===== src/rtl/prif_pkg.sv =====
// Shared constants for the peripheral register front end
package prif_pkg;
  // Bus and window geometry
  localparam int PRIF_DATA_W = 32;
  localparam int PRIF_PORTS = 2;
  localparam int PRIF_CHANS = 4;
  localparam int PRIF_WIN_BIT = 14;
  localparam int PRIF_WIN_HI = 31;
  localparam int PRIF_WIN_LO = 15;
  localparam logic [31:0] PRIF_BASE_ADDR = 32'h0001_0000;
  // Register offsets inside one port window
  localparam logic [13:0] PRIF_OFF_CTRL = 14'h0000;
  localparam logic [13:0] PRIF_OFF_MODE = 14'h0004;
  localparam logic [13:0] PRIF_OFF_IEN = 14'h0008;
  localparam logic [13:0] PRIF_OFF_IDIS = 14'h000c;
  localparam logic [13:0] PRIF_OFF_IMASK = 14'h0010;
  localparam logic [13:0] PRIF_OFF_STAT = 14'h0014;
  localparam logic [13:0] PRIF_OFF_CHEN = 14'h0018;
  localparam logic [13:0] PRIF_OFF_CHDIS = 14'h001c;
  localparam logic [13:0] PRIF_OFF_CHSTAT = 14'h0020;
  localparam logic [13:0] PRIF_OFF_RXPTR = 14'h0030;
  localparam logic [13:0] PRIF_OFF_RXCNT = 14'h0034;
  localparam logic [13:0] PRIF_OFF_TXPTR = 14'h0038;
  localparam logic [13:0] PRIF_OFF_TXCNT = 14'h003c;
  // Control command bits
  localparam int PRIF_CTRL_RXRST = 0;
  localparam int PRIF_CTRL_TXRST = 1;
  localparam int PRIF_CTRL_STRST = 2;
  // Status bits: 0 end of receive, 1 end of transmit, 2 rx data waiting, 3 tx empty
  localparam int PRIF_STAT_W = 4;
  localparam int PRIF_MODE_W = 2;
  localparam logic [1:0] PRIF_MODE_RESET = 2'h0;
  localparam logic [1:0] PRIF_SIZE_HALF = 2'h1;
  // Transfer channel geometry
  localparam int PRIF_CNT_W = 16;
  localparam int PRIF_CHAR_W = 8;
  localparam int PRIF_FIFO_DEPTH = 16;
endpackage


===== src/rtl/prif_fifo.sv =====
// Parameterised synchronous FIFO with valid/ready on both sides
`timescale 1ns/1ps
`default_nettype none
module prif_fifo #(
  parameter int WIDTH = 8,
  parameter int DEPTH = 16
) (
  input wire logic clk_sys,
  input wire logic reset,
  input wire logic flush,
  input wire logic inValid,
  output logic inReady,
  input wire logic [WIDTH-1:0] inData,
  output logic outValid,
  input wire logic outReady,
  output logic [WIDTH-1:0] outData
);
  localparam int AW = $clog2(DEPTH);
  localparam int CW = $clog2(DEPTH + 1);
  typedef struct packed {
    logic [DEPTH-1:0][WIDTH-1:0] mem;
    logic [AW-1:0] wrPtr;
    logic [AW-1:0] rdPtr;
    logic [CW-1:0] count;
    logic full;
    logic empty;
  } prif_fifo_state_type;
  prif_fifo_state_type s_q, s_d;
  logic push;
  logic pop;

  always_comb begin
    s_d = s_q;
    push = inValid & ~s_q.full;
    pop = outReady & ~s_q.empty;
    if (flush) begin
      s_d.wrPtr = '0;
      s_d.rdPtr = '0;
      s_d.count = '0;
    end else begin
      if (push) begin
        s_d.mem[s_q.wrPtr] = inData;
        s_d.wrPtr = AW'(s_q.wrPtr + 1'b1);
      end
      if (pop) begin
        s_d.rdPtr = AW'(s_q.rdPtr + 1'b1);
      end
      s_d.count = CW'(s_q.count + CW'(push) - CW'(pop));
    end
    s_d.full = (s_d.count == CW'(DEPTH));
    s_d.empty = (s_d.count == '0);
  end

  always_ff @(posedge clk_sys) begin
    if (reset) begin
      s_q <= '{default: '0, empty: 1'b1};
    end else begin
      s_q <= s_d;
    end
  end

  assign inReady = ~s_q.full;
  assign outValid = ~s_q.empty;
  assign outData = s_q.mem[s_q.rdPtr];
endmodule // prif_fifo
`default_nettype wire


===== src/rtl/prif_xfer_channel.sv =====
// One transfer channel: memory address pointer and transfer count
`timescale 1ns/1ps
`default_nettype none
module prif_xfer_channel
  import prif_pkg::*;
(
  input wire logic clk_sys,
  input wire logic reset,
  input wire logic loadPtr,
  input wire logic loadCnt,
  input wire logic [31:0] wrData,
  input wire logic step,
  input wire logic [2:0] stepSize,
  output logic [31:0] ptr,
  output logic [PRIF_CNT_W-1:0] cnt
);
  typedef struct packed {
    logic [31:0] ptr;
    logic [PRIF_CNT_W-1:0] cnt;
  } prif_chan_state_type;
  prif_chan_state_type s_q, s_d;

  always_comb begin
    s_d = s_q;
    if (step) begin
      s_d.ptr = s_q.ptr + {29'h0, stepSize};
      s_d.cnt = s_q.cnt - 16'h0001;
    end
    if (loadPtr) begin
      s_d.ptr = wrData;
    end
    if (loadCnt) begin
      s_d.cnt = wrData[PRIF_CNT_W-1:0];
    end
  end

  always_ff @(posedge clk_sys) begin
    if (reset) begin
      s_q <= '0;
    end else begin
      s_q <= s_d;
    end
  end

  assign ptr = s_q.ptr;
  assign cnt = s_q.cnt;
endmodule // prif_xfer_channel
`default_nettype wire


===== src/rtl/prif_regs.sv =====
// Peripheral register front end for two serial ports with four transfer channels
//
// How it works
// The register slave sits on a 32-bit wide peripheral bus.
// Only word accesses exist, so the two low address bits are ignored.
// Each serial port decodes a 16-Kbyte window; the interrupt controller's 4-Kbyte window is elsewhere.
// The control register is write-only and a one launches a command while a zero does nothing.
// The mode register is read/write configuration and clears to zero on reset.
// The status register is read-only and writes to it change nothing.
// A one written to a channel enable register sets the matching channel status bit.
// A one written to a channel disable register clears the matching status bit, visible on read.
// Zeros written to enable or disable registers leave the status bits alone.
// Unused bits read as zero and software writes zero into them.
// The interrupt output is the OR of every status bit ANDed with its mask bit.
// The mask is readable, set by ones to the interrupt enable and cleared by the interrupt disable.
// There are four transfer channels, one per receiver and one per transmitter of the two ports.
// Each channel's registers lie inside its own serial port window.
// Each channel holds a 32-bit address pointer and a 16-bit transfer count.
// When the count runs out an end-of-transfer status flag is set and may interrupt.
// Each completed transfer advances the pointer by the transfer size and decrements the count.
`timescale 1ns/1ps
`default_nettype none
module prif_regs
  import prif_pkg::*;
(
  input wire logic clk_sys,
  input wire logic reset,
  // Peripheral bus slave
  input wire logic psel,
  input wire logic penable,
  input wire logic pwrite,
  input wire logic [31:0] paddr,
  input wire logic [PRIF_DATA_W-1:0] pwdata,
  output logic [PRIF_DATA_W-1:0] prdata,
  output logic pready,
  output logic pslverr,
  // Interrupt sources, one per port
  output logic [PRIF_PORTS-1:0] irq,
  // Received characters from each serial receiver
  input wire logic [PRIF_PORTS-1:0] rxValid,
  input wire logic [PRIF_PORTS-1:0][PRIF_CHAR_W-1:0] rxData,
  output logic [PRIF_PORTS-1:0] rxReady,
  // Characters for each serial transmitter
  output logic [PRIF_PORTS-1:0] txValid,
  output logic [PRIF_PORTS-1:0][PRIF_CHAR_W-1:0] txData,
  input wire logic [PRIF_PORTS-1:0] txReady,
  // Receive channel memory writes
  output logic [PRIF_PORTS-1:0] rxMemReq,
  output logic [PRIF_PORTS-1:0][31:0] rxMemAddr,
  output logic [PRIF_PORTS-1:0][31:0] rxMemData,
  input wire logic [PRIF_PORTS-1:0] rxMemAck,
  // Transmit channel memory reads
  output logic [PRIF_PORTS-1:0] txMemReq,
  output logic [PRIF_PORTS-1:0][31:0] txMemAddr,
  input wire logic [PRIF_PORTS-1:0][PRIF_CHAR_W-1:0] txMemData,
  input wire logic [PRIF_PORTS-1:0] txMemAck
);
  typedef struct packed {
    logic [PRIF_MODE_W-1:0] mode;
    logic [1:0] chanEn;
    logic [1:0] endFlag;
    logic [PRIF_STAT_W-1:0] mask;
    logic rxReq;
    logic txReq;
    logic [31:0] rxAddr;
    logic [31:0] rxWord;
    logic [31:0] txAddr;
    logic txFull;
    logic [PRIF_CHAR_W-1:0] txChar;
    logic irq;
  } prif_port_type;

  typedef struct packed {
    prif_port_type [PRIF_PORTS-1:0] port;
    logic [PRIF_DATA_W-1:0] rdata;
    logic ready;
    logic slvErr;
  } prif_state_type;

  prif_state_type s_q, s_d;

  logic [PRIF_CHANS-1:0] chLoadPtr;
  logic [PRIF_CHANS-1:0] chLoadCnt;
  logic [PRIF_CHANS-1:0] chStep;
  logic [PRIF_CHANS-1:0][31:0] chPtr;
  logic [PRIF_CHANS-1:0][PRIF_CNT_W-1:0] chCnt;
  logic [PRIF_PORTS-1:0] fifoPop;
  logic [PRIF_PORTS-1:0] fifoFlush;
  logic [PRIF_PORTS-1:0] fifoValid;
  logic [PRIF_PORTS-1:0][PRIF_CHAR_W-1:0] fifoData;
  logic hit;
  logic setup;
  logic wrEn;
  logic portSel;
  logic [13:0] off;
  logic [1:0] rxIdx;
  logic [1:0] txIdx;

  // Bytes moved per transfer for a mode setting
  function automatic logic [2:0] stepOf(input logic [PRIF_MODE_W-1:0] mode);
    logic [2:0] size;
    size = 3'h4;
    if (mode == PRIF_MODE_RESET) begin
      size = 3'h1;
    end else if (mode == PRIF_SIZE_HALF) begin
      size = 3'h2;
    end
    return size;
  endfunction

  // Live status word of one port
  function automatic logic [PRIF_STAT_W-1:0] statOf(input prif_port_type pt,
                                                    input logic avail);
    return {~pt.txFull, avail, pt.endFlag};
  endfunction

  always_comb begin
    s_d = s_q;
    chLoadPtr = '0;
    chLoadCnt = '0;
    chStep = '0;
    fifoPop = '0;
    fifoFlush = '0;
    rxIdx = '0;
    txIdx = '0;
    hit = (paddr[PRIF_WIN_HI:PRIF_WIN_LO] == PRIF_BASE_ADDR[PRIF_WIN_HI:PRIF_WIN_LO]);
    portSel = paddr[PRIF_WIN_BIT];
    off = {paddr[13:2], 2'b00};
    setup = psel & ~penable;
    wrEn = psel & penable & s_q.ready & pwrite & hit;
    rxIdx = {portSel, 1'b0};
    txIdx = {portSel, 1'b1};

    // Setup phase loads the answer; access phase sees ready
    s_d.ready = setup;
    if (setup) begin
      s_d.slvErr = 1'b0;
      s_d.rdata = '0;
      unique case (off)
        PRIF_OFF_CTRL, PRIF_OFF_IEN, PRIF_OFF_IDIS, PRIF_OFF_CHEN, PRIF_OFF_CHDIS: begin
          s_d.rdata = '0;
        end
        PRIF_OFF_MODE: begin
          s_d.rdata[PRIF_MODE_W-1:0] = s_q.port[portSel].mode;
        end
        PRIF_OFF_IMASK: begin
          s_d.rdata[PRIF_STAT_W-1:0] = s_q.port[portSel].mask;
        end
        PRIF_OFF_STAT: begin
          s_d.rdata[PRIF_STAT_W-1:0] = statOf(s_q.port[portSel], fifoValid[portSel]);
        end
        PRIF_OFF_CHSTAT: begin
          s_d.rdata[1:0] = s_q.port[portSel].chanEn;
        end
        PRIF_OFF_RXPTR: begin
          s_d.rdata = chPtr[rxIdx];
        end
        PRIF_OFF_RXCNT: begin
          s_d.rdata[PRIF_CNT_W-1:0] = chCnt[rxIdx];
        end
        PRIF_OFF_TXPTR: begin
          s_d.rdata = chPtr[txIdx];
        end
        PRIF_OFF_TXCNT: begin
          s_d.rdata[PRIF_CNT_W-1:0] = chCnt[txIdx];
        end
        default: begin
          s_d.slvErr = 1'b1;
        end
      endcase
      if (!hit) begin
        s_d.slvErr = 1'b1;
      end
    end

    for (int p = 0; p < PRIF_PORTS; p++) begin
      // Register writes to this port's window
      if (wrEn && (int'(portSel) == p)) begin
        unique case (off)
          PRIF_OFF_CTRL: begin
            if (pwdata[PRIF_CTRL_RXRST]) begin
              s_d.port[p].chanEn[0] = 1'b0;
              fifoFlush[p] = 1'b1;
            end
            if (pwdata[PRIF_CTRL_TXRST]) begin
              s_d.port[p].chanEn[1] = 1'b0;
              s_d.port[p].txFull = 1'b0;
            end
            if (pwdata[PRIF_CTRL_STRST]) begin
              s_d.port[p].endFlag = '0;
            end
          end
          PRIF_OFF_MODE: begin
            s_d.port[p].mode = pwdata[PRIF_MODE_W-1:0];
          end
          PRIF_OFF_IEN: begin
            s_d.port[p].mask = s_q.port[p].mask | pwdata[PRIF_STAT_W-1:0];
          end
          PRIF_OFF_IDIS: begin
            s_d.port[p].mask = s_q.port[p].mask & ~pwdata[PRIF_STAT_W-1:0];
          end
          PRIF_OFF_CHEN: begin
            s_d.port[p].chanEn = s_q.port[p].chanEn | pwdata[1:0];
          end
          PRIF_OFF_CHDIS: begin
            s_d.port[p].chanEn = s_q.port[p].chanEn & ~pwdata[1:0];
          end
          PRIF_OFF_RXPTR, PRIF_OFF_RXCNT: begin
            chLoadPtr[2*p] = (off == PRIF_OFF_RXPTR);
            chLoadCnt[2*p] = (off == PRIF_OFF_RXCNT);
          end
          PRIF_OFF_TXPTR, PRIF_OFF_TXCNT: begin
            chLoadPtr[2*p+1] = (off == PRIF_OFF_TXPTR);
            chLoadCnt[2*p+1] = (off == PRIF_OFF_TXCNT);
          end
          default: begin
            // Status, read-only and unmapped offsets keep all state
          end
        endcase
      end

      // Transmitter takes the held character
      if (s_q.port[p].txFull && txReady[p]) begin
        s_d.port[p].txFull = 1'b0;
      end

      // Receive channel: one FIFO character per memory write
      if (s_q.port[p].rxReq) begin
        if (rxMemAck[p]) begin
          s_d.port[p].rxReq = 1'b0;
          chStep[2*p] = 1'b1;
          fifoPop[p] = 1'b1;
          if (chCnt[2*p] == 16'h0001) begin
            s_d.port[p].endFlag[0] = 1'b1;
          end
        end
      end else if (s_q.port[p].chanEn[0] && chCnt[2*p] != '0 && fifoValid[p]) begin
        s_d.port[p].rxReq = 1'b1;
        s_d.port[p].rxAddr = chPtr[2*p];
        s_d.port[p].rxWord = {24'h0, fifoData[p]};
      end

      // Transmit channel: one memory read per character
      if (s_q.port[p].txReq) begin
        if (txMemAck[p]) begin
          s_d.port[p].txReq = 1'b0;
          s_d.port[p].txFull = 1'b1;
          s_d.port[p].txChar = txMemData[p];
          chStep[2*p+1] = 1'b1;
          if (chCnt[2*p+1] == 16'h0001) begin
            s_d.port[p].endFlag[1] = 1'b1;
          end
        end
      end else if (s_q.port[p].chanEn[1] && chCnt[2*p+1] != '0 && !s_q.port[p].txFull) begin
        s_d.port[p].txReq = 1'b1;
        s_d.port[p].txAddr = chPtr[2*p+1];
      end

      // Masked status ORed into the interrupt source
      s_d.port[p].irq = |(statOf(s_q.port[p], fifoValid[p]) & s_q.port[p].mask);
    end
  end

  always_ff @(posedge clk_sys) begin
    if (reset) begin
      s_q <= '0;
    end else begin
      s_q <= s_d;
    end
  end

  assign prdata = s_q.rdata;
  assign pready = s_q.ready;
  assign pslverr = s_q.slvErr;

  for (genvar g = 0; g < PRIF_PORTS; g++) begin : gPort
    assign irq[g] = s_q.port[g].irq;
    assign txValid[g] = s_q.port[g].txFull;
    assign txData[g] = s_q.port[g].txChar;
    assign rxMemReq[g] = s_q.port[g].rxReq;
    assign rxMemAddr[g] = s_q.port[g].rxAddr;
    assign rxMemData[g] = s_q.port[g].rxWord;
    assign txMemReq[g] = s_q.port[g].txReq;
    assign txMemAddr[g] = s_q.port[g].txAddr;

    prif_fifo #(
      .WIDTH(PRIF_CHAR_W),
      .DEPTH(PRIF_FIFO_DEPTH)
    ) uRxFifo (
      .clk_sys(clk_sys),
      .reset(reset),
      .flush(fifoFlush[g]),
      .inValid(rxValid[g]),
      .inReady(rxReady[g]),
      .inData(rxData[g]),
      .outValid(fifoValid[g]),
      .outReady(fifoPop[g]),
      .outData(fifoData[g])
    );

    for (genvar d = 0; d < 2; d++) begin : gChan
      prif_xfer_channel uChan (
        .clk_sys(clk_sys),
        .reset(reset),
        .loadPtr(chLoadPtr[2*g+d]),
        .loadCnt(chLoadCnt[2*g+d]),
        .wrData(pwdata),
        .step(chStep[2*g+d]),
        .stepSize(stepOf(s_q.port[g].mode)),
        .ptr(chPtr[2*g+d]),
        .cnt(chCnt[2*g+d])
      );
    end
  end
endmodule // prif_regs
`default_nettype wire


===== config.mk =====
export PLATFORM = sky130hd
export DESIGN_NAME = prif_regs
export DESIGN_NICKNAME = d
export VERILOG_FILES = /design/src/rtl/prif_pkg.sv /design/src/rtl/prif_fifo.sv /design/src/rtl/prif_xfer_channel.sv /design/src/rtl/prif_regs.sv
export SDC_FILE = /design/constraint.sdc
export NUM_CORES = 2
export LEC_CHECK = 0
export BUFFER_PORTS_ARGS = -buffer_cell sky130_fd_sc_hd__buf_2
export CORE_MARGIN = 5
export CORE_UTILIZATION = 25
export DETAILED_ROUTE_END_ITERATION = 12
export PLACE_DENSITY = 0.44
export SKIP_LAST_GASP = 1
export SYNTH_ARGS = -nofsm -noshare
export SYNTH_HDL_FRONTEND = slang
export SYNTH_HIERARCHICAL = 1
export SYNTH_SLANG_ARGS = --single-unit

===== constraint.sdc =====
create_clock -name clk_sys -period 2.8 [get_ports clk_sys]
set_input_delay 0.14 -clock clk_sys [delete_from_list [all_inputs] [get_ports clk_sys]]
set_output_delay 0.14 -clock clk_sys [all_outputs]
set_load 0.03 [all_outputs]

**Yosys cells after proc, flatten, opt, wreduce, memory -nomap -nowiden**

Cells that the tools add are included.

- Output and inout port bits: 252
- Input bits: 109
- Bits in registers: 700

- Muxes and demuxes: 114
- Magnitude comparators: 9
- Equality and inequality tests: 23
- Bitwise logic cells: 36
- Add/subtract/negate cells: 16
- Reduce and logical (&&, ||, !) cells: 58

Operators with widths:

| kind | count |
|---|---|
| $bwmux W128 | 2 |
| $mux W32 | 8 |
| $mux W118 | 2 |
| $mux W48 | 4 |
| $add A32 B3 Y32 | 4 |
| $mux W16 | 8 |
| $bmux W8 S4 | 2 |
| $demux W8 S4 | 2 |
| $eq A16 B1 Y1 const B | 4 |
| $reduce_bool A16 Y1 | 4 |
| $sub A16 B1 Y16 const B | 4 |
| $eq A12 B4 Y1 const B | 5 |
| $mux W1 | 54 |
| $eq A12 B3 Y1 const B | 4 |
| $pmux W12 S4 | 1 |
| $mux W9 | 4 |
| $mux W8 | 4 |
| $pmux W16 S2 | 1 |
| $eq A12 B2 Y1 const B | 2 |
| $reduce_and A2 Y1 | 12 |
| $lt A4 B5 Y1 const B | 4 |
| $reduce_bool A2 Y1 | 9 |
| $eq A17 B2 Y1 const B | 1 |
| $add A4 B1 Y4 const B | 4 |
| other kinds (35) | 107 |

**Depth between registers and ports, before layout**

- Word-level depth: 9
- Gate-level depth with buffers: 12
- Depth with buffers taken out: 10

**Cells and area by module**

The synthesis kept the hierarchy.

By module, submodules not included:

| module | area each (µm²) | sequential area each (µm²) | instances | cells an instance |
|---|---|---|---|---|
| prif_fifo | 6530.0 | 2862.7 | 2 | 717 |
| prif_regs | 12001.5 | 4444.3 | 1 | 1326 |
| prif_xfer_channel (gPort[1].gChan[0].uChan ...) | 3054.2 | 960.9 | 2 | 388 |
| prif_xfer_channel (gPort[0].gChan[0].uChan ...) | 2926.6 | 960.9 | 2 | 368 |

**Least setup slack after synthesis**

OpenSTA, ideal clock, no wires.

- Kind: register to register
- From: reg s_q (netlist bit pready)
- To: reg gPort[1].gChan[1].uChan.s_q (netlist bit gPort[1].gChan[1].uChan/ptr[19])
- Arrival time: 2.582 ns
- Period minus slack after synthesis: 2.716 ns
- Cell stages (with the launch flop): 12
- Slack: 0.084 ns
- Required time: 2.667 ns
- Setup time: 0.133 ns
- Cells stage by stage: dfxtp_1 > nand4_1 > or2_2 > nor3_4 > nand2_1 > nor2_1 > clkbuf_1 > clkbuf_1 > clkbuf_1 > nor3b_1 > o31ai_1 > o211ai_1

- Cells in the longest elaborated chain, start to end: 6
- Elaborated cells on any way between the ends: 7
- Those cells by class: mux (2); bitwise (3); reduce/logical (2)

Ends and longest elaborated chain:

| what | RTL line | RTL |
|---|---|---|
| start, declared | prif_regs.sv:80 | `prif_state_type s_q, s_d;` |
| start signal, assigned | prif_regs.sv:266 | `s_q <= '0;` |
| start signal, assigned | prif_regs.sv:268 | `s_q <= s_d;` |
| $and A1 B1 Y1 * (3 in series) | prif_regs.sv:130 | `wrEn = psel & penable & s_q.ready & pwrite & hit;` |
| $logic_and A1 B1 Y1 * | prif_regs.sv:178 | `if (wrEn && (int'(portSel) == p)) begin` |
| $mux W2 * | prif_regs.sv:178 |  |
| via chLoadPtr[3] | prif_regs.sv:82 | `logic [PRIF_CHANS-1:0] chLoadPtr;` |
| $mux W32 / $reduce_bool A2 Y1 (equally long branches) | n/a |  |
| end signal, assigned | prif_xfer_channel.sv:39 | `s_q <= '0;` |
| end signal, assigned | prif_xfer_channel.sv:41 | `s_q <= s_d;` |
| end, declared | prif_xfer_channel.sv:21 | `prif_chan_state_type s_q, s_d;` |

Mark *: on every way through the listed nets, which the timed path passes. The rest lies on a longest branch.
A chain may end at the register's enable or synchronous reset.

==> metrics.md <==
| Metric | Value |
|---|---|
| Sequential share of the synthesized area | 37.9% |
| Cts bufs inserted | 87 |
| Area occupied by multi-input gates | 19400 µm² |
| Worst skew pair latency | 700 ps |
| CTS H-tree depth | 3 |
| Hold Vio Cnt, Final | 0 |
| Hold Crit Depth | 6 |
| Ys async rst share | 0% |
| Critical path class | flop to flop |
| FMAX | 371 MHz |
| Layer with the highest usage | met2 |
| Number of synthesized flops with an enable pin | 0 |
| Critical R2R Launch | s_q[269]$_SDFFE_PP0P_ |
| Post-DRT Antenna Nets | 0 |
| Leading cell types in the layout, fill and taps excluded | dfxtp_1, nor2_1, nand2_1 |
| CP top delay family | simple AND/OR/NAND/NOR gates |
| Critical-path top delay cell | or4_1 |
| Placed insts | 6290 |
| LEAKAGE | 17.6 nW |
| All-Layer GR Usage | 18.4% |
| R2r setup slk | 110 ps |
| # DRC | 0 |
| Worst relative slew slack | 46.0% |
| GR Util met1 | 24.0% |
| Pre-Repair DR Iteration Count | 8 |
| Die Y | 395 µm |
| Routed wire per std cell | 22.9 µm |
| Worst clock skew | 35.1 ps |
| Worst Hold Endpoint | s_q[269]$_SDFFE_PP0P_ |
| Root buffer cell | clkbuf_16 |
| Via density | 5.03 |
| Chip Width | 395 µm |
| RD Place Congestion | 0.860 |
| Vias in the first global route | 31780 |
| Core Area | 147000 µm² |
| Clock tree sinks | 700 |
| Buffers & Inverters on Critical Path | 1 |
| Final Instance Area | 44400 µm² |
| Worst path max stage delay | 600 ps |
| Num rows | 141 |
| Initial detailed-routing violation count | 2893 |
| Endpoints failing setup | 0 |
| Clock transition at the registers of the reported paths | 60 ps |
| Data required time of the worst path | 3400 ps |
| RSZ-0062 raised after global routing | no |
| Register-to-Register Path Depth | 8 |
| Period utilization | 96.2% |
| Hpwl dp | 108000 µm |
| CP cell instances | nor2_1 -> ha_1 -> fa_1 -> buf_4 -> a21o_1 -> nand3_1 -> or4_1 -> a311oi_1 |
| Outcome | finished clean |
| Critical Path AT | 3290 ps |
| Final net count | 4696 |
| Critical path endpoint category | flop |
| Largest net degree at the start of global routing | 90 |
| Yosys warnings | 6 |
| IO Count | 361 |
| Syn Std Cell Area | 37000 µm² |
| Hold wc startpoint | paddr[12] |
| Fraction of layout instances using a drive strength above 1 | 19.4% |
| Initial antenna violation count | 8 |
| VDD IR-drop max | 420 µV |
| Non-Filler Instances | 6544 |
| Synth-to-Final Area Change | 19.9% |
| Main synth FF type | dfxtp_1 |
| Most common cell after layout, fill and taps aside | dfxtp_1 |
| Crit start category | flop |
| CTS tree | built |
| Initial Util | 25.1% |
| #FFs+latches synth | 700 |
| Max-cap violation count | 0 |
| Vias after detailed routing | 32899 |
| Average size of a mapped cell | 8.67 µm² |
| Met3 Use GR | 3.77% |
| Final max-slew violation count | 0 |
| R2r endpoint | gPort[1].gChan[0].uChan/ptr[16]$_SDFFE_PP0P_ |
| Least-Margin Pin Slew | 807 ps |
| Setup TNS | 0 ps |
| Netlist cell types | 92 |
| Final wirelength | 150000 µm |
| Filler instances | 15692 |
| Min cycle time layout | 2690 ps |
| Max Root-Sink Buffers | 3 |
| Met2 Usage GRT | 31.4% |
| Class of the worst hold path | input port to flop |
| Register area | 14000 µm² |
| Area after DPL | 40400 µm² |
| Die area | 156000 µm² |
| Gr ovfl total | 0 |
| Post-Synthesis Cells | 4272 |
| Crit Path Max Fanout | 7 |
| Pwr/cell area | 558 nW/µm² |
| Final Util | 30.1% |
| IO buf count | 310 |
| First-pass GRT wire length | 219000 µm |
==> cell type report <==
class	count	share of cell area (%)
flip-flops and latches	700	31.6
repair buffers	706	11.6
clock buffers	124	5.72
diodes	1	0.00564
inverters	96	0.812
multi-input cells	2954	43.8
well taps	1930	5.44
clock inverters	33	1.03
==> Yosys cell counts (11+ instances only) <==
master     count  area share, %
and4_1        26           0.62
or2_2         19           0.32
a31oi_1       23           0.39
xor2_1        28           0.66
a211oi_1      44           0.89
clkbuf_1     191            1.9
nor3_1        64           0.87
o31a_1        14           0.33
ha_1          36            1.2
buf_4        264            5.4
o21ai_1       25           0.34
or3_1         45           0.76
nor3b_1       13           0.26
xnor2_1       54            1.3
mux2i_1      323            8.7
buf_2         71           0.96
a21oi_1      314            4.2
mux4_1        16            1.1
o211ai_1      11           0.22
inv_1         89           0.90
nand2b_1      12           0.20
nand3_1      255            3.4
o31ai_1       40           0.81
nor2b_1       29           0.49
a2111oi_0     16           0.38
buf_1         21           0.21
and3_1        29           0.49
mux4_2        47            2.9
o21ai_0       50           0.68
or4_1         52            1.1
nor2_1       440            4.5
dfxtp_1      700             38
a21o_1        38           0.77
nor4_1        59            1.0
o22ai_1       51           0.86
a22oi_1       52            1.1
nand4_1       70            1.2
a311oi_1      65            1.5
and2_1        16           0.27
nand2_1      390            4.0
buf_6         14           0.43
==> sequential cells by signal (all words and copies together) (netlist names), 12 cells and up, named ones only <==
name,count
gPort.gChan.uChan/cnt,64
txMemAddr,64
gPort.gChan.uChan/ptr,128
rxMemAddr,64
s_q,12
gPort.uRxFifo/s_q,286
txData,16
prdata,32
rxMemData,16
==> how the worst max path moves through the flow <==
| stage | start | to | slack [ps] | cells past startpoint |
|---|---|---|---|---|
| floorplan | pready$_SDFF_PP0_ | gPort[1].gChan[1].uChan/ptr[19]$_SDFFE_PP0P_ | 80 | 11 |
| global placement | paddr[9] | gPort[1].gChan[1].uChan/cnt[11]$_SDFFE_PP0P_ | 30 | 11 |
| detailed placement | paddr[18] | gPort[1].gChan[1].uChan/cnt[11]$_SDFFE_PP0P_ | -20 | 11 |
| CTS | s_q[150]$_SDFFE_PP0P_ | gPort[0].gChan[1].uChan/ptr[18]$_SDFFE_PP0P_ | 40 | 7 |
| global route | pready$_SDFF_PP0_ | gPort[1].uRxFifo/s_q[57]$_SDFFE_PP0P_ | 9 | 11 |
| finish | s_q[269]$_SDFFE_PP0P_ | gPort[1].gChan[0].uChan/ptr[16]$_SDFFE_PP0P_ | 110 | 8 |
==> layer usage <==
| layer | routed length (µm) | vias to the layer above |
|---|---|---|
| li1 | - | 15674 |
| met1 | 64600 | 16097 |
| met2 | 72300 | 955 |
| met3 | 9000 | 171 |
| met4 | 3670 | 2 |
| met5 | 13 | - |
==> stage by stage <==
step	worst slack (ps)	hold WS (ps)	total power [mW]
final	107	53.6	24.8
after global routing	9.27	59.9	25.7
after CTS	38.6	5.66	25.2
after detailed placement	-18.7	386	13.0
after global placement	26.8	380	13.0
after floorplan	84.1	256	12.0
==> worst reg2reg max path, delay by kind of cell (launching register included) <==
kind | cells | cell delay, ps
AOI/OAI and AO/OA | 2 | 480
adders and majority gates | 2 | 480
buffers and inverters | 1 | 120
DFF | 1 | 400
and+or+nand+nor | 3 | 1130
==> power breakdown <==
part	total (mW)	switching (mW)	internal [mW]
Sequential	10.3	0.126	10.2
Combinational	2.55	1.64	0.905
Clock	11.9	4.85	7.07
==> logic make-up (layout without fill, tap and decap cells) <==
group	Yosys count	count (layout)	share of synthesized area, %
xor+xnor	82	82	1.94
mux	388	388	12.9
fa+ha+maj	42	42	1.54
buf+inv	665	959	10.3
simple gates	1596	1596	21.6
compound gates	798	798	13.9
other cells	1	49	0.0101
flops	700	700	37.9
==> repair_timing <==
| item | CTS | global route |
|---|---|---|
| buffers inserted | 0 | 0 |
| hold buffers | 96 | 0 |
| endpoints found under the setup margin | 0 | 37 |
| endpoints found under the hold margin | 466 | 0 |
| gates resized for setup | 0 | 6 |
Note: power is estimated with default switching activity, not from simulation.
